**src/hdl/psw_pkg.sv**
```systemverilog
// Constants for the protection setup serial word block
package psw_pkg;
    localparam int unsigned WORD_W        = 16;
    localparam logic [15:0] WORD_RESET    = 16'h0000;
    localparam int unsigned SEL_LSB       = 0;
    localparam int unsigned SEL_W         = 4;
    localparam int unsigned MASK_CONV_BIT = 5;
    localparam int unsigned MASK_OC_BIT   = 6;
    localparam int unsigned MASK_OT_BIT   = 7;
    localparam int unsigned RMASK_C_BIT   = 8;
    localparam int unsigned RMASK_B_BIT   = 9;
    localparam int unsigned RMASK_A_BIT   = 10;
    localparam int unsigned EARLY_LSB     = 11;
    localparam int unsigned EARLY_W       = 2;
    localparam int unsigned WDOG_BIT      = 14;
    localparam int unsigned NUM_CONV      = 3;
    // Monitor selector codes
    localparam logic [3:0] SEL_CONV_A     = 4'h0;
    localparam logic [3:0] SEL_CONV_B     = 4'h1;
    localparam logic [3:0] SEL_CONV_C     = 4'h2;
    localparam logic [3:0] SEL_VOLT_HIGH  = 4'h4;
    localparam logic [3:0] SEL_VOLT_LOW   = 4'h5;
    localparam logic [3:0] SEL_OVERCUR    = 4'h6;
    localparam logic [3:0] SEL_OVERTEMP   = 4'h7;
    localparam logic [3:0] SEL_FILT_MAX   = 4'h7;
    // Early temperature warning levels
    localparam logic [1:0] EARLY_MINUS20  = 2'h0;
    localparam logic [1:0] EARLY_MINUS30  = 2'h1;
    localparam logic [1:0] EARLY_MINUS40  = 2'h2;
    localparam logic [1:0] EARLY_ANALOG   = 2'h3;
    // Watchdog window: converter osc between motor/64 and motor/2
    localparam int unsigned WDOG_DIV_LO   = 64;
    localparam int unsigned WDOG_DIV_HI   = 2;
    localparam int unsigned WDOG_CNT_W    = 8;
endpackage : psw_pkg

```
**src/hdl/psw_sync.sv**
```systemverilog
// Two-flip-flop synchroniser for a vector of pin inputs
`timescale 1ns/10ps
module psw_sync #(
    parameter int unsigned WIDTH = 1
) (
    // Clock and reset
    input  wire logic             clk,
    input  wire logic             rst_n,
    // Data
    input  wire logic [WIDTH-1:0] async_in,
    output logic      [WIDTH-1:0] sync_out
);
    logic [WIDTH-1:0] meta;

    always_ff @(posedge clk or negedge rst_n) begin
        if (!rst_n) begin
            meta     <= '0;
            sync_out <= '0;
        end else begin
            meta     <= async_in;
            sync_out <= meta;
        end
    end
endmodule : psw_sync

```
**src/hdl/psw_top.sv**
```systemverilog
// Protection setup serial word receiver with fault monitor and reset masking
// Contract
// - Serial port takes 16-bit words; pin combination picks the word kind.
// - Sleep low, strobe with data high is protection word, low is motor setup.
// - Protection word stored only with sleep low and data high at strobe.
// - Protection word configures protection and picks monitor output signal.
// - Bits 3..0 select the shutdown signal shown on the monitor pin.
// - Bits 5,6,7 disable converter fault, overcurrent, overtemp shutdown.
// - Bits 8,9,10 mask reset output for converters C, B, A.
// - Masked converter shutdown leaves other converters running.
// - Masked shut-down converter restarts on sleep rising edge.
// - Bits 12..11 pick early warning threshold: -20,-30,-40, analog.
// - Bit 14 enables oscillator watchdog; all bits reset to zero.
// - Warning and monitor outputs are open drain, pull low when asserted.
// - Power-on reset clears the protection word.
// - Selector codes choose converter A/B/C, high, low, overcurrent, overtemp.
// - Watchdog shuts down if converter osc outside motor/64..motor/2.
`timescale 1ns/10ps
module psw_top (
    // Clock and reset
    input  wire logic       clk,
    input  wire logic       rst_n,
    // Serial pins from host
    input  wire logic       ser_clk,
    input  wire logic       ser_data,
    input  wire logic       ser_strobe,
    input  wire logic       sleep,
    // Fault sources from analog section
    input  wire logic [2:0] conv_volt_high,
    input  wire logic [2:0] conv_volt_low,
    input  wire logic       motor_overcurrent,
    input  wire logic       overtemp,
    input  wire logic [2:0] temp_below,
    // Oscillator ticks
    input  wire logic       osc_motor,
    input  wire logic       osc_conv,
    // Configuration and shutdown outputs
    output logic [15:0]     protection_setup_word,
    output logic [15:0]     shift_word,
    output logic            motor_setup_load,
    output logic [2:0]      conv_run,
    output logic            chip_shutdown,
    output logic            early_analog_mode,
    // Open-drain pins
    output logic            fault_monitor_out,
    output logic            fault_monitor_oe,
    output logic            temperature_warning_out,
    output logic            temperature_warning_oe,
    output logic            external_reset_out,
    output logic            external_reset_oe
);
    logic [5:0] pins_s;
    logic [5:0] pins_q;
    logic       sck_s, sdat_s, stb_s, slp_s, om_s, oc_s;

    psw_sync #(.WIDTH(6)) u_sync (
        .clk     (clk),
        .rst_n   (rst_n),
        .async_in({osc_conv, osc_motor, sleep, ser_strobe, ser_data, ser_clk}),
        .sync_out(pins_s)
    );
    assign {oc_s, om_s, slp_s, stb_s, sdat_s, sck_s} = pins_s;

    // Edge detection on synchronised pins only
    logic sck_rise, stb_rise, slp_rise, om_rise, oc_rise;
    assign sck_rise = sck_s & ~pins_q[0];
    assign stb_rise = stb_s & ~pins_q[2];
    assign slp_rise = slp_s & ~pins_q[3];
    assign om_rise  = om_s  & ~pins_q[4];
    assign oc_rise  = oc_s  & ~pins_q[5];

    // Serial word path
    logic [15:0] next_shift_word, next_prot;
    logic        next_motor_load;

    always_comb begin
        next_shift_word = shift_word;
        next_prot       = protection_setup_word;
        next_motor_load = 1'b0;
        if (sck_rise) begin
            next_shift_word = {shift_word[14:0], sdat_s};
        end
        if (stb_rise && !slp_s) begin
            if (sdat_s) begin
                next_prot = shift_word;
            end else begin
                next_motor_load = 1'b1;
            end
        end
    end

    always_ff @(posedge clk or negedge rst_n) begin
        if (!rst_n) begin
            pins_q                <= '0;
            shift_word            <= '0;
            protection_setup_word <= psw_pkg::WORD_RESET;
            motor_setup_load      <= 1'b0;
        end else begin
            pins_q                <= pins_s;
            shift_word            <= next_shift_word;
            protection_setup_word <= next_prot;
            motor_setup_load      <= next_motor_load;
        end
    end

    // Field decode
    logic [3:0] sel;
    logic [1:0] early_sel;
    logic       mask_conv, mask_oc, mask_ot, wdog_en;
    logic [2:0] rmask;
    assign sel       = protection_setup_word[psw_pkg::SEL_LSB +: psw_pkg::SEL_W];
    assign early_sel = protection_setup_word[psw_pkg::EARLY_LSB +: psw_pkg::EARLY_W];
    assign mask_conv = protection_setup_word[psw_pkg::MASK_CONV_BIT];
    assign mask_oc   = protection_setup_word[psw_pkg::MASK_OC_BIT];
    assign mask_ot   = protection_setup_word[psw_pkg::MASK_OT_BIT];
    assign wdog_en   = protection_setup_word[psw_pkg::WDOG_BIT];
    // Index 0 is channel A, 2 is channel C
    assign rmask     = {protection_setup_word[psw_pkg::RMASK_C_BIT],
                        protection_setup_word[psw_pkg::RMASK_B_BIT],
                        protection_setup_word[psw_pkg::RMASK_A_BIT]};

    // Oscillator watchdog: count converter ticks per 64 motor ticks
    logic [psw_pkg::WDOG_CNT_W-1:0] om_cnt, next_om_cnt, oc_cnt, next_oc_cnt, oc_inc;
    logic                           wdog_trip, next_wdog_trip;
    localparam logic [7:0] WIN_LEN = 8'(psw_pkg::WDOG_DIV_LO - 1);
    localparam logic [7:0] WIN_MAX = 8'(psw_pkg::WDOG_DIV_LO / psw_pkg::WDOG_DIV_HI);
    // Saturates so a runaway converter cannot wrap back into the window
    assign oc_inc = (oc_rise && oc_cnt != 8'hFF) ? oc_cnt + 8'h01 : oc_cnt;

    always_comb begin
        next_om_cnt    = om_cnt;
        next_oc_cnt    = oc_cnt;
        next_wdog_trip = wdog_trip;
        if (!wdog_en) begin
            next_om_cnt    = '0;
            next_oc_cnt    = '0;
            next_wdog_trip = 1'b0;
        end else begin
            next_oc_cnt = oc_inc;
            if (om_rise) begin
                if (om_cnt == WIN_LEN) begin
                    next_om_cnt = '0;
                    next_oc_cnt = '0;
                    // Judge the closed window on its own count, this cycle's tick included
                    if (oc_inc < 8'h01 || oc_inc > WIN_MAX) begin
                        next_wdog_trip = 1'b1;
                    end
                end else begin
                    next_om_cnt = om_cnt + 8'h01;
                end
            end
            // Converter running far ahead trips without waiting for the window
            if (oc_cnt > WIN_MAX) begin
                next_wdog_trip = 1'b1;
            end
        end
    end

    always_ff @(posedge clk or negedge rst_n) begin
        if (!rst_n) begin
            om_cnt    <= '0;
            oc_cnt    <= '0;
            wdog_trip <= 1'b0;
        end else begin
            om_cnt    <= next_om_cnt;
            oc_cnt    <= next_oc_cnt;
            wdog_trip <= next_wdog_trip;
        end
    end

    // Converter shutdown latches, per channel
    logic [2:0] conv_fault, conv_down, next_conv_down;
    logic       reset_req;
    assign conv_fault = (conv_volt_high | conv_volt_low) & {3{~mask_conv}};

    for (genvar ch = 0; ch < 3; ch++) begin : g_conv
        always_comb begin
            next_conv_down[ch] = conv_down[ch];
            // Set wins over the sleep-rise release
            if (conv_fault[ch]) begin
                next_conv_down[ch] = 1'b1;
            end else if (slp_rise) begin
                next_conv_down[ch] = 1'b0;
            end
        end
    end

    always_ff @(posedge clk or negedge rst_n) begin
        if (!rst_n) begin
            conv_down <= '0;
        end else begin
            conv_down <= next_conv_down;
        end
    end

    // Unmasked converter down pulls reset and stops all; masked stops only itself
    assign reset_req     = |(conv_down & ~rmask);
    assign chip_shutdown = (motor_overcurrent & ~mask_oc) | (overtemp & ~mask_ot)
                         | wdog_trip;
    assign conv_run      = (reset_req || chip_shutdown) ? 3'h0 : ~conv_down;

    // Monitor selection
    logic mon_sel_val;
    always_comb begin
        unique case (sel)
            psw_pkg::SEL_CONV_A:    mon_sel_val = conv_down[0];
            psw_pkg::SEL_CONV_B:    mon_sel_val = conv_down[1];
            psw_pkg::SEL_CONV_C:    mon_sel_val = conv_down[2];
            psw_pkg::SEL_VOLT_HIGH: mon_sel_val = |conv_volt_high;
            psw_pkg::SEL_VOLT_LOW:  mon_sel_val = |conv_volt_low;
            psw_pkg::SEL_OVERCUR:   mon_sel_val = motor_overcurrent;
            psw_pkg::SEL_OVERTEMP:  mon_sel_val = overtemp;
            default:                mon_sel_val = 1'b0;
        endcase
    end

    // Registered open-drain drives: output always low, enable asserts
    logic mon_q, warn_q, rst_q, next_warn;
    always_comb begin
        unique case (early_sel)
            psw_pkg::EARLY_MINUS20: next_warn = temp_below[0];
            psw_pkg::EARLY_MINUS30: next_warn = temp_below[1];
            psw_pkg::EARLY_MINUS40: next_warn = temp_below[2];
            psw_pkg::EARLY_ANALOG:  next_warn = 1'b0;
        endcase
    end
    assign early_analog_mode = (early_sel == psw_pkg::EARLY_ANALOG);

    always_ff @(posedge clk or negedge rst_n) begin
        if (!rst_n) begin
            mon_q  <= 1'b0;
            warn_q <= 1'b0;
            rst_q  <= 1'b0;
        end else begin
            mon_q  <= mon_sel_val;
            warn_q <= next_warn;
            rst_q  <= reset_req;
        end
    end

    assign fault_monitor_out       = 1'b0;
    assign fault_monitor_oe        = mon_q;
    assign temperature_warning_out = 1'b0;
    assign temperature_warning_oe  = warn_q;
    assign external_reset_out      = 1'b0;
    assign external_reset_oe       = rst_q;

    AST_PROT_LOAD: assert property (
        @(posedge clk) disable iff (!rst_n)
        stb_rise && !slp_s && sdat_s |=> protection_setup_word == $past(shift_word))
        else $error("protection word not loaded on strobe");
    AST_PROT_HOLD: assert property (
        @(posedge clk) disable iff (!rst_n)
        !(stb_rise && !slp_s && sdat_s) |=> $stable(protection_setup_word))
        else $error("protection word changed without strobe");
    AST_SHIFT: assert property (
        @(posedge clk) disable iff (!rst_n)
        sck_rise |=> shift_word[0] == $past(sdat_s))
        else $error("serial bit not shifted");
    AST_RMASK: assert property (
        @(posedge clk) disable iff (!rst_n)
        |conv_down && (conv_down & ~rmask) == 3'h0 |=> !external_reset_oe)
        else $error("masked channel asserted reset");
    AST_KEEP_RUN: assert property (
        @(posedge clk) disable iff (!rst_n)
        !reset_req && !chip_shutdown && conv_down[0] |-> conv_run[2:1] == ~conv_down[2:1])
        else $error("other converters stopped");
    AST_RESTART: assert property (
        @(posedge clk) disable iff (!rst_n)
        slp_rise && conv_fault == 3'h0 |=> conv_down == 3'h0)
        else $error("converter not restarted on sleep rise");
    AST_MON: assert property (
        @(posedge clk) disable iff (!rst_n)
        sel == psw_pkg::SEL_OVERTEMP ##1 $stable(overtemp) |-> fault_monitor_oe == $past(overtemp))
        else $error("monitor output wrong");
    AST_OT_MASK: assert property (
        @(posedge clk) disable iff (!rst_n)
        mask_ot && !motor_overcurrent && !wdog_trip |-> !chip_shutdown)
        else $error("masked overtemp shut down");
    AST_WDOG_OFF: assert property (
        @(posedge clk) disable iff (!rst_n)
        !wdog_en |=> !wdog_trip)
        else $error("watchdog tripped while off");

    COV_PROT: cover property (@(posedge clk) disable iff (!rst_n)
        stb_rise && !slp_s && sdat_s);
    COV_MOTOR: cover property (@(posedge clk) disable iff (!rst_n) motor_setup_load);
    COV_MASKED: cover property (@(posedge clk) disable iff (!rst_n)
        |conv_down && !reset_req);
    COV_WDOG: cover property (@(posedge clk) disable iff (!rst_n) wdog_trip);
endmodule : psw_top

```
**config.mk**
```make
export PLATFORM = sky130hd
export DESIGN_NAME = psw_top
export DESIGN_NICKNAME = d
export VERILOG_FILES = /design/src/hdl/psw_pkg.sv /design/src/hdl/psw_sync.sv /design/src/hdl/psw_top.sv
export SDC_FILE = /design/constraint.sdc
export NUM_CORES = 1
export LEC_CHECK = 0
export ABC_AREA = 1
export BUFFER_PORTS_ARGS = -buffer_cell sky130_fd_sc_hd__buf_2
export CAP_MARGIN = 20
export CORE_MARGIN = 5
export CORE_UTILIZATION = 58
export CTS_CLUSTER_SIZE = 25
export DETAILED_ROUTE_END_ITERATION = 16
export GPL_TIMING_DRIVEN = 1
export PLACE_DENSITY = 0.94
export SLEW_MARGIN = 20
export SYNTH_ARGS = -nofsm -noshare
export SYNTH_HDL_FRONTEND = slang
export SYNTH_SLANG_ARGS = --single-unit
```
**constraint.sdc**
```tcl
create_clock -name clk -period 2.7 [get_ports clk]
set_clock_uncertainty 0.1 [all_clocks]
set_input_delay 0.27 -clock clk [delete_from_list [all_inputs] [get_ports clk]]
set_output_delay 0.27 -clock clk [all_outputs]
set_load 0.005 [all_outputs]
```
-- Yosys cells after proc, flatten, opt, wreduce, memory -nomap -nowiden
Index checks and enable logic that the tools add are counted.
- div/mod/pow operators: 0
- bitwise operators: 22
- multiply operators: 0
- eq/ne operators: 15
- add/subtract/negate cells: 2
- reductions and logical operators: 15
- muxes and demuxes: 21
- magnitude comparators: 3
- shift-type cells: 0
- operators with widths (kind ; number):
    $mux 8 ; 7
    $add 8x1->8 const B ; 2
    $eq 4x3->1 const B ; 4
    $gt 8x6->1 const B ; 2
    $mux 1 ; 11
    $ne 3x1->1 const B ; 3
    $reduce_or 3->1 ; 3
    $eq 8x6->1 const B ; 1
    $lt 8x1->1 const B ; 1
    $ne 8x8->1 const B ; 1
    $not 1->1 ; 8
    $and 1x1->1 ; 7
    $pmux 1 s7 ; 1
    $and 3x3->3 ; 2
    $not 3->3 ; 2
    $reduce_bool 2->1 ; 3
    $eq 2x2->1 const B ; 2
    $eq 4x1->1 const B ; 1
    $eq 4x2->1 const B ; 1
    $logic_not 4->1 ; 1
    $pmux 1 s4 ; 1
    $mux 3 ; 1
    $or 3x3->3 ; 1
    $reduce_and 3->1 ; 1
    other kinds (8) ; 11
- bits in writable memories: 0
- bits in read-only memories: 0
- logic and storage cells: 93
- flip-flop bits (word level): 74
- output and inout bits: 44
- memories: 0
- latch bits: 0

-- Logic depth before layout (Yosys ltp)
- word-level depth: 11
- mapped depth: 14
- mapped depth without buffers: 14

-- Cells and area by module
A second synthesis with hierarchy kept.
- cells, all modules: 342
- area total of the unflattened synthesis: 3134.3 sq um
- by module, submodules not included (module ; sequential area each (sq um) ; cells an instance ; times used ; area an instance (sq um)):
    psw_top ; 1526.5 ; 330 ; 1 ; 2834.0
    psw_sync ; 300.3 ; 12 ; 1 ; 300.3

-- Worst setup path before layout
No wires, ideal clock.
- path kind: register to register
- from: register oc_cnt[0] in the netlist's numbering
- to: register wdog_trip
- required time: 2.471 ns
- slack: 1.065 ns
- stages on the path, launching flop included: 14
- path buffers: 0
- arrival: 1.405 ns
- setup time: 0.129 ns
- cell sequence: dfrtp_1 -> ha_1 -> nand2_2 -> nor2_4 -> nand2_4 -> nand2_4 -> nand2_1 -> nand2_4 -> nor2_4 -> nand2_1 -> nand2_1 -> nand3_1 -> nand2_1 -> a21oi_2
- cells in the longest elaborated chain, start to end: 7
- elaborated cells on any way between the ends: 14
- classes of those cells: 1 x add/sub; 3 x order compare; 4 x eq/ne; 3 x mux; 3 x reduce/logical
- RTL lines (what ; RTL line ; text):
    start: declaration ; psw_top.sv:123 ; logic [psw_pkg::WDOG_CNT_W-1:0] om_cnt, next_om_cnt, oc_cnt, next_oc_cnt, oc_inc;
    start signal: assignment ; psw_top.sv:166 ; oc_cnt <= next_oc_cnt;
    branches (longest 7 deep; another with $add 8x1->8) ; - ;
    end signal: assignment ; psw_top.sv:167 ; wdog_trip <= next_wdog_trip;
    end: declaration ; psw_top.sv:124 ; logic wdog_trip, next_wdog_trip;
Parallel ways; which one is timed is not known.
A chain may end at the register's enable or synchronous reset.

-- Final worst setup path
- from: register u_sync.sync_out[3]
- to: register protection_setup_word[5]
- cells in the longest elaborated chain, start to end: 3
- RTL lines (what ; RTL line ; text):
    start: declaration ; psw_sync.sv:11 ; output logic [WIDTH-1:0] sync_out
    start signal: assignment ; psw_sync.sv:21 ; sync_out <= meta;
    $logic_not 1->1 ; psw_top.sv:83 ; if (stb_rise && !slp_s) begin
    $logic_and 1x1->1 ; psw_top.sv:83 ;
    $reduce_and 2->1 (no line) ; - ;
    end signal: assignment ; psw_top.sv:96 ; protection_setup_word <= psw_pkg::WORD_RESET;
    end signal: assignment ; psw_top.sv:101 ; protection_setup_word <= next_prot;
    end: declaration ; psw_top.sv:38 ; output logic [15:0] protection_setup_word,
No other way between the ends.

==> flow_metrics.env <==
export IMPL_grt_max_degree=74
export IMPL_synth_edf_count=0
export IMPL_synthToLayoutAreaGrowth_pct=21.10
export IMPL_clock_sinks=73
export IMPL_antenna_cells=0
export IMPL_status="completed"
export IMPL_drtIter0Drc=163
export IMPL_grt_pass1_wl_microns=11810
export IMPL_seq_area_sq_um=1827
export IMPL_track_usage_pct=21.09
export IMPL_die_h_microns=83.34
export IMPL_multiInputGateArea_sq_um=1051
export IMPL_nFillCells=357
export IMPL_synthTopCellsByArea="dfrtp_1, nand2_1, o21ai_0"
export IMPL_fin_tns_setup_ns=0
export IMPL_io_buffers=59
export IMPL_whs_ns=0.08229
export IMPL_clk_latency_ns=0.34
export IMPL_die_w_microns=83.34
export IMPL_antenna_left=0
export IMPL_synth_main_ff_cell="dfrtp_1"
export IMPL_cp_start_kind="flip-flop"
export IMPL_worstRegToRegCells=5
export IMPL_final_area_sq_um=3777
export IMPL_final_cell_mix="nand2_1, dfrtp_1, buf_2"
export IMPL_wl_per_cell_microns=14.01
export IMPL_hold_viol=0
export IMPL_reg2reg_slack_ns=0.79
export IMPL_cts_max_path_buffers=2
export IMPL_period_share_pct=70.84
export IMPL_peakVddDrop_mv=0.4339
export IMPL_avgSynthCellArea_sq_um=9.068
export IMPL_grt_setup_unrepaired="no"
export IMPL_worstPathArrival_ns=2.01
export IMPL_ys_warn_count=0
export IMPL_ys_seq_area_share_pct=58.56
export IMPL_critPathSlowestCell="nand3_1"
export IMPL_overflow=0
export IMPL_synth_top_area_share_pct=58.56
export IMPL_syn_inst=344
export IMPL_routed_wl_microns=6865
export IMPL_drive_above_1_share_pct=21.67
export IMPL_viasPerCell=5.157
export IMPL_num_vias=2527
export IMPL_cts_buffers_inserted=9
export IMPL_max_cap_violations=0
export IMPL_cp_cell_sequence="nor2_1, nand3_1, buf_4, nand2_1, o21ai_0"
export IMPL_reg2reg_from="u_sync.sync_out[3]"
export IMPL_synth_top_cell_by_area="dfrtp_1"
export IMPL_setup_viol=0
export IMPL_required_ns=2.79
export IMPL_antenna_found_initial=0
export IMPL_p_leak_nw=1.907
export IMPL_cts_resized=0
export IMPL_initial_core_util_pct=60.30
export IMPL_clkTransAtPathRegs_ns=0.08
export IMPL_grt_pass1_vias=2488
export IMPL_htreeDepth=3
export IMPL_worstSetupEndpoint="protection_setup_word[5]"
export IMPL_fin_nets=437
export IMPL_die_area_sq_um=6945
export IMPL_period_needed_ns=1.913
export IMPL_path_class="reg -> reg"
export IMPL_cts_tree="yes"
export IMPL_core_area_sq_um=5172
export IMPL_cellPowerDensity_nw_per_um2=691.8
export IMPL_cpPeakStageDelay_ns=0.57
export IMPL_hold_path_class="in -> reg"
export IMPL_drt_pass1_iterations=4
export IMPL_ios=63
export IMPL_drc=0
export IMPL_ys_seq_elements=73
export IMPL_place_area_sq_um=3487
export IMPL_critPathMaxFanout=24
export IMPL_slew_headroom_pct=44.04
export IMPL_netlist_area_sq_um=3119
export IMPL_fp_row_count=26
export IMPL_hpwl_microns=5110
export IMPL_end_kind="flip-flop"
export IMPL_synth_cell_types=33
export IMPL_async_reset_ff_share_pct=100.0
export IMPL_max_slew_worst_pin_slew_ns=0.8374
export IMPL_cts_root_buf="clkbuf_8"
export IMPL_final_max_slew_viol_count=0
export IMPL_cp_startpoint="u_sync.sync_out[3]"
export IMPL_rr_endpoint="protection_setup_word[5]"
export IMPL_max_freq_mhz=522.8
export IMPL_gp_congestion=0.9071
-- where the power goes --
group	leakage [nW]	total, mW	internal [mW]	switching (mW)
registers	0.936	1.31	1.21	0.102
logic	0.857	0.368	0.160	0.208
clock network	0.113	0.932	0.544	0.387
-- worst min path at each step --
| stage | startpoint | endpoint | slack [ns] | cells past startpoint |
|---|---|---|---|---|
| CTS | conv_volt_high[2] | conv_down[2] | 0.07 | 3 |
| floorplan | rst_n | conv_down[0] | -0.13 | 0 |
| detailed placement | rst_n | u_sync.sync_out[5] | 0.23 | 2 |
| global placement | rst_n | u_sync.meta[5] | 0.22 | 2 |
| global route | conv_volt_high[2] | conv_down[2] | 0.08 | 3 |
| finish | conv_volt_high[2] | conv_down[2] | 0.08 | 3 |
-- flip-flops by register name (all words and copies together), names as in the netlist, 3 cells and up --
name / cells
u_sync.sync_out: 6
pins_q: 5
conv_down: 3
protection_setup_word: 16
om_cnt: 8
shift_word: 16
u_sync.meta: 6
oc_cnt: 8
-- per-layer routing --
metal	GRT usage [%]	vias up	share of wire [%]	routed length, microns
met1	28.45	1216	43	2970
met5	0	-	0	0
li1	-	1227	-	-
met2	32.36	73	49	3390
met4	7.578	0	1.7	116
met3	6.337	11	5.6	387
-- synthesized netlist by cell type, types with 2 or more instances --
cell,number
xor2_1,3
nand2_1,73
o21ai_0,41
ha_1,3
nor2_4,3
nand2_4,4
nand2_2,2
nand3_1,17
inv_1,50
nand3_2,2
nand4_1,4
o31ai_1,2
nor2_1,33
clkbuf_1,5
dfrtp_1,73
a21oi_1,7
nor3_1,3
buf_4,4
-- worst max-delay path, delay by kind of cell, from the launching register on --
| family | cells | cell delay [ns] |
|---|---|---|
| DFF | 1 | 0.40 |
| buffers and inverters | 1 | 0.41 |
| AOI/OAI and AO/OA | 1 | 0.08 |
| and+or+nand+nor | 3 | 0.78 |
-- cell type report --
cell class                      instances  area share (%)
Clock inverter                          5           2.087
Clock buffer                           11           3.743
Inverter                               51           5.068
Multi-Input combinational cell        211           27.82
Timing Repair Buffer                   69           10.60
Sequential cell                        73           48.36
Tap cell                               70           2.319
-- per-stage QoR --
step / cells / power, mW / util [%] / setup slack, ns
2_1_floorplan: 346 / 1.484 / - / 1.065
3_3_place_gp: 467 / 1.671 / 67.42 / 0.9173
3_5_place_dp: 467 / 1.698 / 67.42 / 0.8345
4_1_cts: 490 / 2.628 / 73.03 / 0.8171
5_1_grt: 490 / 2.747 / 73.03 / 0.5936
6_report: 490 / 2.613 / 73.03 / 0.7872
-- logic make-up after synthesis --
logic type / after synthesis / share of synthesized area, %
other: 1 / 0.1202
adders and majority gates: 3 / 1.203
buffers and inverters: 62 / 7.982
AOI/OAI and AO/OA: 56 / 9.667
muxes: 1 / 0.3610
and+or+nand+nor: 144 / 20.98
DFF: 73 / 58.56
xor gates and xnor gates: 4 / 1.123
-- timing repair --
item	CTS	global route
endpoints found under the setup margin	0	0
buffers inserted	0	0
endpoints found under the hold margin	79	0
hold buffers	7	0
(Power assumes the default switching activity.)
